## src/shared/synth_cal_test_pkg.sv

```systemverilog
// constants and carrier types for the synthesizer calibration and test register bank
// assumes a byte-wide register port decoded from the serial interface upstream
package synth_cal_test_pkg;

    // register addresses
    localparam logic [5:0] VCO_COARSE_CAP_RESULT_ADDR = 6'h25;
    localparam logic [5:0] SYNTH_CAL_CONTROL_ADDR = 6'h26;
    localparam logic [5:0] ANALOG_TRIM_A_ADDR = 6'h29;
    localparam logic [5:0] ANALOG_TRIM_B_ADDR = 6'h2A;
    localparam logic [5:0] ANALOG_TRIM_C_ADDR = 6'h2B;
    localparam logic [5:0] WAKE_FORCED_SETTING_HI_ADDR = 6'h2C;
    localparam logic [5:0] WAKE_FORCED_SETTING_LO_ADDR = 6'h2D;
    localparam logic [5:0] VCO_SELECT_CAL_SETTING_ADDR = 6'h2E;

    // field layouts
    localparam int CAP_WIDTH = 6;
    localparam int CTRL_WIDTH = 7;
    localparam int VCO_SEL_CAL_BIT = 1;
    localparam int CHP_FIELD_LSB = 4;

    // reset values
    localparam logic [5:0] VCO_COARSE_CAP_RESET = 6'h20;
    localparam logic [6:0] SYNTH_CAL_CONTROL_RESET = 7'h0D;
    localparam logic [7:0] ANALOG_TRIM_A_RESET = 8'h59;
    localparam logic [7:0] ANALOG_TRIM_B_RESET = 8'h7F;
    localparam logic [7:0] ANALOG_TRIM_C_RESET = 8'h3F;
    localparam logic [7:0] WAKE_HI_RESET = 8'h88;
    localparam logic [7:0] WAKE_LO_RESET = 8'h31;
    localparam logic [7:0] VCO_SELECT_CAL_RESET = 8'h0B;

    // values forced into the analog section on wake
    localparam logic [7:0] WAKE_HI_KEEP_OFF = 8'h88;
    localparam logic [7:0] WAKE_HI_KEEP_ON = 8'h81;
    localparam logic [7:0] WAKE_LO_KEEP_OFF = 8'h31;
    localparam logic [7:0] WAKE_LO_KEEP_ON = 8'h35;

    // one register port access
    typedef struct packed {
        logic write;
        logic read;
        logic [5:0] addr;
        logic [7:0] wdata;
    } reg_req_type;

    // readback answer
    typedef struct packed {
        logic valid;
        logic [7:0] data;
    } reg_rsp_type;

endpackage : synth_cal_test_pkg

```

## src/synth_cal_test_regs.sv

```systemverilog
// synthesizer calibration, analog trim and test setting register bank
// assumes regReq and sleepActive come from logic on core_clk
//
// Behaviour
// - 6-bit rw VCO coarse cap result in bits 5:0, resets 0x20, bits 7:6 read zero.
// - 7-bit rw synth calibration control in bits 6:0, resets 0x0D, bit 7 zero.
// - registers from 0x29 upward lose contents in sleep; host reprograms them.
// - trim bytes 0x29, 0x2A, 0x2B reset to 0x59, 0x7F, 0x3F.
// - on wake second test byte is forced internally to 0x88 or 0x81 by keep option.
// - after wake second test byte reads 0x88 regardless of keep option.
// - on wake first test byte is forced internally to 0x31 or 0x35 by keep option.
// - after wake first test byte reads 0x31 regardless of keep option.
// - bit 1 of third test byte enables VCO selection calibration, resets to 1.
// - third test byte has 2-bit charge pump field; bits 7:2 reset 000010, bit 0 one.
`timescale 1ns/1ns
module synth_cal_test_regs
    import synth_cal_test_pkg::*;
(
    input wire logic core_clk,
    input wire logic sys_rst,
    input wire reg_req_type regReq,
    input wire logic sleepActive,
    input wire logic converterKeepOption,
    output reg_rsp_type regRsp,
    output logic [5:0] vcoCoarseCap,
    output logic [6:0] synthCalControl,
    output logic [7:0] analogTrimA,
    output logic [7:0] analogTrimB,
    output logic [7:0] analogTrimC,
    output logic [7:0] wakeHiAnalog,
    output logic [7:0] wakeLoAnalog,
    output logic [7:0] vcoSelectCalSetting,
    output logic vcoSelectionCalEnable,
    output logic [1:0] chargePumpCalField
);

    // ====================================================================
    // wake detection
    logic sleepPrev_reg;
    logic wakePulse;
    logic writeOk;

    always_ff @(posedge core_clk) begin
        if (sys_rst) begin
            sleepPrev_reg <= 1'b0;
        end else begin
            sleepPrev_reg <= sleepActive;
        end
    end

    assign wakePulse = sleepPrev_reg & ~sleepActive;
    // no writes land while asleep; the wake reload wins over a same-cycle write
    assign writeOk = regReq.write & ~sleepActive & ~wakePulse;

    function automatic logic hit(input logic [5:0] a);
        hit = writeOk && (regReq.addr == a);
    endfunction : hit

    // ====================================================================
    // retained calibration registers
    logic [5:0] capReg;
    logic [6:0] ctrlReg;

    always_ff @(posedge core_clk) begin
        if (sys_rst) begin
            capReg <= VCO_COARSE_CAP_RESET;
        end else if (hit(VCO_COARSE_CAP_RESULT_ADDR)) begin
            capReg <= regReq.wdata[CAP_WIDTH-1:0];
        end
    end

    always_ff @(posedge core_clk) begin
        if (sys_rst) begin
            ctrlReg <= SYNTH_CAL_CONTROL_RESET;
        end else if (hit(SYNTH_CAL_CONTROL_ADDR)) begin
            ctrlReg <= regReq.wdata[CTRL_WIDTH-1:0];
        end
    end

    // ====================================================================
    // registers lost in sleep, reloaded on wake
    logic [7:0] trimAReg;
    logic [7:0] trimBReg;
    logic [7:0] trimCReg;
    logic [7:0] hiReg;
    logic [7:0] loReg;
    logic [7:0] selReg;
    logic [7:0] hiAnalogReg;
    logic [7:0] loAnalogReg;

    always_ff @(posedge core_clk) begin
        if (sys_rst || wakePulse) begin
            trimAReg <= ANALOG_TRIM_A_RESET;
            trimBReg <= ANALOG_TRIM_B_RESET;
            trimCReg <= ANALOG_TRIM_C_RESET;
            selReg <= VCO_SELECT_CAL_RESET;
        end else begin
            if (hit(ANALOG_TRIM_A_ADDR)) begin
                trimAReg <= regReq.wdata;
            end
            if (hit(ANALOG_TRIM_B_ADDR)) begin
                trimBReg <= regReq.wdata;
            end
            if (hit(ANALOG_TRIM_C_ADDR)) begin
                trimCReg <= regReq.wdata;
            end
            if (hit(VCO_SELECT_CAL_SETTING_ADDR)) begin
                selReg <= regReq.wdata;
            end
        end
    end

    // readback copies show the reset values after wake
    always_ff @(posedge core_clk) begin
        if (sys_rst || wakePulse) begin
            hiReg <= WAKE_HI_RESET;
            loReg <= WAKE_LO_RESET;
        end else begin
            if (hit(WAKE_FORCED_SETTING_HI_ADDR)) begin
                hiReg <= regReq.wdata;
            end
            if (hit(WAKE_FORCED_SETTING_LO_ADDR)) begin
                loReg <= regReq.wdata;
            end
        end
    end

    // analog copies take the keep-option dependent value on wake
    always_ff @(posedge core_clk) begin
        if (sys_rst) begin
            hiAnalogReg <= WAKE_HI_RESET;
            loAnalogReg <= WAKE_LO_RESET;
        end else if (wakePulse) begin
            hiAnalogReg <= converterKeepOption ? WAKE_HI_KEEP_ON : WAKE_HI_KEEP_OFF;
            loAnalogReg <= converterKeepOption ? WAKE_LO_KEEP_ON : WAKE_LO_KEEP_OFF;
        end else begin
            if (hit(WAKE_FORCED_SETTING_HI_ADDR)) begin
                hiAnalogReg <= regReq.wdata;
            end
            if (hit(WAKE_FORCED_SETTING_LO_ADDR)) begin
                loAnalogReg <= regReq.wdata;
            end
        end
    end

    // ====================================================================
    // readback
    logic [7:0] readMux;

    always_comb begin
        case (regReq.addr)
            VCO_COARSE_CAP_RESULT_ADDR: readMux = {2'b00, capReg};
            SYNTH_CAL_CONTROL_ADDR: readMux = {1'b0, ctrlReg};
            ANALOG_TRIM_A_ADDR: readMux = trimAReg;
            ANALOG_TRIM_B_ADDR: readMux = trimBReg;
            ANALOG_TRIM_C_ADDR: readMux = trimCReg;
            WAKE_FORCED_SETTING_HI_ADDR: readMux = hiReg;
            WAKE_FORCED_SETTING_LO_ADDR: readMux = loReg;
            VCO_SELECT_CAL_SETTING_ADDR: readMux = selReg;
            default: readMux = 8'h00;
        endcase
    end

    always_ff @(posedge core_clk) begin
        if (sys_rst) begin
            regRsp <= '0;
        end else begin
            regRsp.valid <= regReq.read;
            regRsp.data <= regReq.read ? readMux : 8'h00;
        end
    end

    // ====================================================================
    // outputs
    assign vcoCoarseCap = capReg;
    assign synthCalControl = ctrlReg;
    assign analogTrimA = trimAReg;
    assign analogTrimB = trimBReg;
    assign analogTrimC = trimCReg;
    assign wakeHiAnalog = hiAnalogReg;
    assign wakeLoAnalog = loAnalogReg;
    assign vcoSelectCalSetting = selReg;
    assign vcoSelectionCalEnable = selReg[VCO_SEL_CAL_BIT];
    assign chargePumpCalField = selReg[CHP_FIELD_LSB+1:CHP_FIELD_LSB];
endmodule : synth_cal_test_regs

```

## config.mk

```make
export PLATFORM = sky130hd
export DESIGN_NAME = synth_cal_test_regs
export DESIGN_NICKNAME = d
export VERILOG_FILES = /design/src/shared/synth_cal_test_pkg.sv /design/src/synth_cal_test_regs.sv
export SDC_FILE = /design/constraint.sdc
export NUM_CORES = 1
export LEC_CHECK = 0
export BUFFER_PORTS_ARGS = -buffer_cell sky130_fd_sc_hd__buf_4
export CORE_ASPECT_RATIO = 1.75
export CORE_UTILIZATION = 40
export CTS_CLUSTER_DIAMETER = 150
export DETAILED_ROUTE_END_ITERATION = 16
export PLACE_DENSITY_LB_ADDON = 0.05
export REMOVE_ABC_BUFFERS = 1
export SYNTH_ARGS = -nofsm -noshare
export SYNTH_HDL_FRONTEND = slang
export SYNTH_SLANG_ARGS = --single-unit
```

## constraint.sdc

```tcl
create_clock -name core_clk -period 1.59 [get_ports core_clk]
set_input_delay 0.0795 -clock core_clk [delete_from_list [all_inputs] [get_ports core_clk]]
set_output_delay 0.0795 -clock core_clk [all_outputs]
set_load 0.01 [all_outputs]
```

# [Word level (Yosys, flattened, before mapping)]
# Index checks and enable logic that the tools add are counted.
[totals] ff_bits=87 latch_bits=0 ram_bits=0 romBits=0 input_bits=20 out_inout_bits=73 word_cells=46 n_memories=0
[op_classes] addsub=0 multipliers=0 div_mod_pow=0 n_lt_le_gt_ge=0 n_eq_ne=8 shifts=0 mux=7 bitwise=6 n_reduce_logical=12
[ops] operator="$pmux W8 S8" count=1
[ops] operator="$eq A6 B6 Y1 const B" count=8
[ops] operator="$mux W8" count=4
[ops] operator="$logic_and A1 B1 Y1" count=8
[ops] operator="$mux W4" count=1
[ops] operator="$reduce_bool A2 Y1" count=2
[ops] operator="$and A1 B1 Y1" count=3
[ops] operator="$mux W3" count=1
[ops] operator="$not A1 Y1" count=3
[ops] operator="$reduce_or A2 Y1" count=1
[ops] operator="$logic_or A1 B1 Y1" count=1

# [Depth between registers and ports, before layout]
# Gate-level depths: netlist (run 1).
[logic_depth] word_depth=7 ltp_mapped=6 mapped_depth_nobuf=4

# [Worst setup path after synthesis (run 1)]
# No wires, ideal clock.
[synth_path] kind="register to register" from="reg sleepPrev_reg" to="reg selReg[7], in the netlist vcoSelectCalSetting[7]" setup_time_ns=0.126 arrival_ns=1.425 required_time_ns=1.464 slack_ns=0.039 path_stages_with_launch=5 path_buffers=0 period_less_slack_ns=1.551 path_cell_list="dfxtp_1 or3b_4 nor3_4 mux2i_1 nor2_2"
[synth_via] elab_chain_len=4 word_cells_on_any_way=5 classes_between="bitwise (3); reduce/logical (2)"
[synth_lines] item="start: declaration" line="synth_cal_test_regs.sv:39" rtl="logic sleepPrev_reg;"
[synth_lines] item="start signal: assignment" line="synth_cal_test_regs.sv:47" rtl="sleepPrev_reg <= sleepActive;"
[synth_lines] item="$and A1 B1 Y1 (*)" line="synth_cal_test_regs.sv:51" rtl="assign wakePulse = sleepPrev_reg & ~sleepActive;"
[synth_lines] item="$not A1 Y1" line="synth_cal_test_regs.sv:53" rtl="assign writeOk = regReq.write & ~sleepActive & ~wakePulse;"
[synth_lines] item="$and A1 B1 Y1" line="synth_cal_test_regs.sv:53"
[synth_lines] item="$logic_and A1 B1 Y1" line="synth_cal_test_regs.sv:56" rtl="hit = writeOk && (regReq.addr == a);"
[synth_lines] item="end signal: assignment" line="synth_cal_test_regs.sv:108" rtl="selReg <= regReq.wdata;"
[synth_lines] item="end: declaration" line="synth_cal_test_regs.sv:87" rtl="logic [7:0] selReg;"
# Every way passes the cells marked *; elsewhere a longest branch is shown, timed or not.
# A chain may end at the register's enable or synchronous reset.

# [Final worst setup path (run 1)]
[layout_path] from="reg sleepPrev_reg" to="reg loReg[1]"
[layout_via] elab_chain_len=4 word_cells_on_any_way=5 classes_between="bitwise (3); reduce/logical (2)"
[layout_lines] item="$and A1 B1 Y1 (*)" line="synth_cal_test_regs.sv:51"
[layout_lines] item="$not A1 Y1" line="synth_cal_test_regs.sv:53"
[layout_lines] item="$and A1 B1 Y1" line="synth_cal_test_regs.sv:53"
[layout_lines] item="$logic_and A1 B1 Y1" line="synth_cal_test_regs.sv:56"
[layout_lines] item="end signal: assignment" line="synth_cal_test_regs.sv:123" rtl="loReg <= regReq.wdata;"
[layout_lines] item="end: declaration" line="synth_cal_test_regs.sv:86" rtl="logic [7:0] loReg;"
# Marks and branches as above.

==> out/results.txt, run 1 <==
outcome -> complete, no violations
final slew viol count -> 0
H-tree levels -> 3
Setup TNS -> 0 ns
GRT Total Usage -> 0.2268
CP endpoint -> loReg[1]
crit-path max FO -> 8
CP startpoint kind -> register
die height -> 126.0 um
Final Cycle Share -> 0.9443
CP bufs+invs -> 1
area grow syn2layout -> 36.87%
clock transition at the registers of the reported paths -> 0.06 ns
Post-synth EDFFs -> 0
CTS tree -> yes
Synth top area share -> 0.4954
Layout Cells excl Fill -> 604
r2r endpoint -> loReg[1]
Critical Path RT -> 1.85 ns
Synth Warn # -> 0
FF-to-FF setup slack -> 0.09 ns
Worst slew margin -> 0.6705
CP Capture Type -> register
Starting Density -> 0.4174
share of layout cells above drive strength 1 -> 0.3170
uppermost layer routed -> met4
crit path cell chain -> or3b_4 -> nor3_2 -> buf_4 -> nand2_1 -> a21oi_1
routability cong. -> 0.8509
final antenna-violating net count -> 0
TritonCTS Buffers -> 9
Netlist cell types -> 36
hpwl dp -> 7443 um
Wirelength per Cell -> 16.75 um
number of cell rows -> 44
io pins -> 93
Core ar. -> 0.008423 sq mm
Post-Syn Area -> 0.003516 sq mm
largest net degree at the start of global routing -> 21
final WL -> 10120 um
DP Cell Count -> 586
TritonRoute pass-1 iters -> 5
top cells by area, synth -> dfxtp_1, nand2_1, mux2i_1
Avg Inst Size Synth -> 9.180 sq um
Root Driver -> clkbuf_16
die area -> 0.009183 sq mm
PwrDens -> 959.2 mW/mm^2
DR DRC count -> 0
initial drt markers -> 237
worst setup slack after placement -> 0.08125 ns
via count -> 3188
Primary FF master, synth -> dfxtp_1
worst setup margin -> 0.08864 ns
CTS max path bufs -> 2
Max VDD drop -> 0.0008629 V
FF-to-FF Start -> sleepPrev_reg
Final #Nets -> 504
met1 WL -> 4310 um
total grt overflow -> 0
Post-Synthesis Cells -> 383
cell depth of the worst setup path -> 5
postcts setup bufs -> 0
initial antenna violation count -> 0
Leak -> 0.001973 uW
Synth top cells by count -> dfxtp_1, nand2_1, a21oi_1
Top reg by flops -> regRsp
Hold Crit Class -> primary input to register
# diodes -> 0
I/O Buffers -> 92
die width -> 72.87 um
min Tclk post-route -> 1.501 ns
Fin. Hold Viols -> 0
Met2 Wirelength -> 5174 um
clk_skew -> 0.004083 ns
most frequent cell after synthesis -> dfxtp_1
worst skew pair latency -> 0.33 ns
Vias/cell -> 5.278
FF+latch count, synth -> 87
largest area contributor in the netlist -> dfxtp_1
routed wl met3 -> 476 um
setup violators final -> 0
asr flop ratio synth -> 0
number of fill cells -> 825
number of flip-flops in the largest register -> 9
CTS sink count -> 87
Worst R2R Path Depth -> 5
vias in the first global route -> 2933
critical path's top delay family -> simple AND/OR/NAND/NOR gates
Worst-Margin Slew -> 0.4876 ns
max-cap violations -> 0
critical path arrival -> 1.76 ns
CP max stage cell -> or3b_4
unrepaired setup endpoints after global routing -> no
crit path launch -> sleepPrev_reg
first-pass GRT wire length -> 15700 um
Setup CP Type -> register to register
sequential area share after synthesis -> 0.4954
CP max stage delay -> 0.43 ns
Max Freq -> 666.1 MHz
-- layout by cell type, fill, tap and decap left out, drive strengths merged, types with 2 or more instances in the layout --
| cell | Yosys | routed |
|---|---|---|
| buf | 18 | 119 |
| dfxtp | 87 | 87 |
| nand2 | 70 | 70 |
| a21oi | 41 | 41 |
| nand3 | 34 | 34 |
| mux2i | 24 | 24 |
| nor2 | 18 | 18 |
| a21o | 12 | 12 |
| a222oi | 12 | 12 |
| clkbuf | 14 | 12 |
| mux2 | 8 | 8 |
| a22o | 8 | 8 |
| nor2b | 5 | 5 |
| nand2b | 4 | 4 |
| nand3b | 4 | 4 |
| a22oi | 3 | 3 |
| a31oi | 3 | 3 |
| nor3 | 3 | 3 |
| nand4bb | 2 | 2 |
| clkinvlp | 0 | 2 |
| dlygate4sd3 | 0 | 2 |
| and3 | 2 | 2 |
-- where the power goes --
| group | internal, uW | switching (uW) | total [uW] |
|---|---|---|---|
| Combinational | 123 | 167 | 290 |
| Sequential | 2190 | 7.28 | 2200 |
| Clock | 1300 | 823 | 2130 |
-- metrics by stage --
step | area, sq um | hold slack [ns] | util | power (uW)
2_1_floorplan | 3369 | 0.1486 | - | 2356
6_report | 4812 | 0.02453 | 0.5713 | 4616
3_5_place_dp | 4457 | 0.3353 | 0.5291 | 2527
4_1_cts | 4797 | 0.01090 | 0.5695 | 4653
5_1_grt | 4812 | 0.02984 | 0.5713 | 4767
3_3_place_gp | 4457 | 0.3238 | 0.5291 | 2524
-- how the worst min path moves through the flow --
| stage | from | end | slack [ns] | cells after the start |
|---|---|---|---|---|
| after floorplan | sys_rst | synthCalControl[1] | 0.15 | 1 |
| after global placement | regReq[14] | regRsp[8] | 0.32 | 2 |
| after detailed placement | regReq[14] | regRsp[8] | 0.34 | 2 |
| after CTS | regReq[3] | hiReg[3] | 0.01 | 3 |
| after global routing | regReq[3] | hiReg[3] | 0.03 | 3 |
| final | regReq[3] | hiReg[3] | 0.02 | 3 |
-- final cells by class --
cell class              count  area (sq um)  area share
flip-flops and latches     87          1742      0.3619
clock buffers              12         256.5     0.05330
well taps                 115         143.9     0.02990
repair buffers            122         963.4      0.2002
clock inverters             4         53.80     0.01118
multi-input cells         264          1653      0.3435
-- tightest hold or removal path, stage by stage --
cell,delay [ns]
buf_4,0.14
nand2_1,0.06
nand2_1,0.05
-- routing by layer --
layer,global-route usage,up-vias
met2,0.3788,106
li1,-,1569
met3,0.03520,13
met4,0.08189,0
met5,0,-
met1,0.2910,1500
-- logic make-up after synthesis --
logic type	count (synthesis)	synth area share
mux	32	0.09395
flops	87	0.4954
buf+inv	32	0.04164
simple gates	149	0.2107
compound gates	83	0.1584
-- timing repair --
item,CTS,global route
endpoints found under the setup margin,0,33
hold endpoints to repair,7,0
hold buffers,3,0
gates resized for setup,0,6
(Power assumes the default switching activity.)
==> run 2: changes to the inputs <==
Settings changed: CORE_UTILIZATION 40 to 47.
==> out/results.txt, run 2 (synthesized netlist as in run 1, its figures left out) <==
crit path cell chain -> nor3b_2 -> buf_6 -> and4_1 -> buf_4 -> mux2i_1 -> nand2_1
crit-path max FO -> 12
area grow syn2layout -> 33.59%
Top reg by flops -> regRsp
commonest non-fill, non-tap cell in the layout -> buf_4
FF-to-FF Start -> sleepPrev_reg
Wirelength per Cell -> 17.48 um
initial antenna violation count -> 0
H-tree levels -> 3
first-pass GRT wire length -> 15050 um
share of layout cells above drive strength 1 -> 0.3101
post-layout util -> 0.6494
TritonRoute pass-1 iters -> 9
CTS tree -> yes
number of flip-flops in the largest register -> 9
GRT Total Usage -> 0.2631
routability cong. -> 0.9040
unrepaired setup endpoints after global routing -> no
clk_skew -> 0.002450 ns
FF-to-FF setup slack -> 0.13 ns
Worst slew margin -> 0.7366
final slew viol count -> 0
total grt overflow -> 0
hpwl dp -> 7271 um
CP startpoint kind -> register
Worst-Margin Slew -> 0.3898 ns
I/O Buffers -> 92
worst setup slack after placement -> 0.08089 ns
clock transition at the registers of the reported paths -> 0.06 ns
Final Cycle Share -> 0.9183
die area -> 0.007844 sq mm
initial drt markers -> 253
die height -> 116.4 um
commonest non-fill, non-tap cells in the layout -> buf_4, dfxtp_1, nand2_1
Setup CP Type -> register to register
Starting Density -> 0.4861
CP Capture Type -> register
CP max stage delay -> 0.34 ns
PwrDens -> 959.3 mW/mm^2
min Tclk post-route -> 1.460 ns
Max Freq -> 684.9 MHz
via count -> 3301
WHS Path Cells -> 3
die width -> 67.38 um
Critical Path RT -> 1.81 ns
number of cell rows -> 41
worst skew pair latency -> 0.34 ns
Leak -> 0.001962 uW
largest net degree at the start of global routing -> 21
CTS sink count -> 87
Max VDD drop -> 0.0007468 V
Worst R2R Path Depth -> 6
r2r endpoint -> analogTrimC[2]
crit path launch -> sleepPrev_reg
TritonCTS Buffers -> 9
critical path arrival -> 1.68 ns
setup violators final -> 0
Vias/cell -> 5.761
CP endpoint -> analogTrimC[2]
CTS max path bufs -> 2
final WL -> 10020 um
# diodes -> 0
DR DRC count -> 0
Hold Crit Class -> primary input to register
Root Driver -> clkbuf_16
CP max stage cell -> dfxtp_1
final antenna-violating net count -> 0
max-cap violations -> 0
io pins -> 93
Final #Nets -> 502
Fin. Hold Viols -> 0
Core ar. -> 0.007233 sq mm
vias in the first global route -> 2869
outcome -> complete, no violations
worst setup margin -> 0.1298 ns
[run 2: cell types whose count changed in the layout (fill, tap and decap cells not counted), sizes merged]
cell,change
clkinvlp,-2
bufinv,-1
dlygate4sd3,-1
buf,-1
clkinv,+2
clkbuf,+1
[run 2: repair_timing]
item                                   4_1_cts  5_1_grt
buffers inserted                             0        1
hold buffers                                 2        0
endpoints found under the hold margin        2        0
setup endpoints to repair                    0       19
resized for setup                            0        4
[run 2: worst min-delay path by stage]
stage / startpoint / to
after floorplan: sys_rst / synthCalControl[1]
after global placement: regReq[14] / regRsp[8]
after detailed placement: regReq[14] / regRsp[8]
after CTS: regReq[3] / hiReg[3]
after global routing: regReq[3] / hiReg[3]
final: regReq[3] / hiReg[3]
[run 2: layout make-up]
class | instances | area [sq um]
clock buffer | 13 | 280.3
multi-input combinational | 264 | 1633
fill | 636 | 2536
sequential | 87 | 1742
timing repair buffer | 120 | 919.6
tap | 86 | 107.6
clock inverter | 3 | 15.01
[run 2: per-layer routing]
| layer | global-route usage | vias up | share of wire |
|---|---|---|---|
| met5 | 0 | - | 0 |
| met4 | 0.1106 | 0 | 0.017 |
| met3 | 0.04688 | 14 | 0.052 |
| met2 | 0.4440 | 128 | 0.52 |
| met1 | 0.3210 | 1594 | 0.41 |
| li1 | - | 1565 | - |
[run 2: worst max-delay path, delay by kind of cell, from the launching register on]
family / cells / cell delay, ns
buffers and inverters: 2 / 0.32
DFF: 1 / 0.34
muxes: 1 / 0.20
and+or+nand+nor: 3 / 0.49
[run 2: where the power goes]
part | total [uW] | internal (uW) | switching (uW)
logic | 284 | 118 | 165
clock network | 2020 | 1220 | 805
registers | 2200 | 2190 | 6.87
[run 2: metrics by stage]
| stage | instances | cell area, sq um | setup TNS [ns] | hold WS [ns] | total power (uW) |
|---|---|---|---|---|---|
| after floorplan | 351 | 3369 | -64.91 | 0.1486 | 2356 |
| after global placement | 555 | 4368 | 0 | 0.3351 | 2517 |
| after detailed placement | 555 | 4368 | 0 | 0.3417 | 2521 |
| after CTS | 573 | 4683 | 0 | 0.006173 | 4539 |
| after global routing | 573 | 4697 | 0 | 0.04256 | 4649 |
| final | 573 | 4697 | 0 | 0.01838 | 4506 |
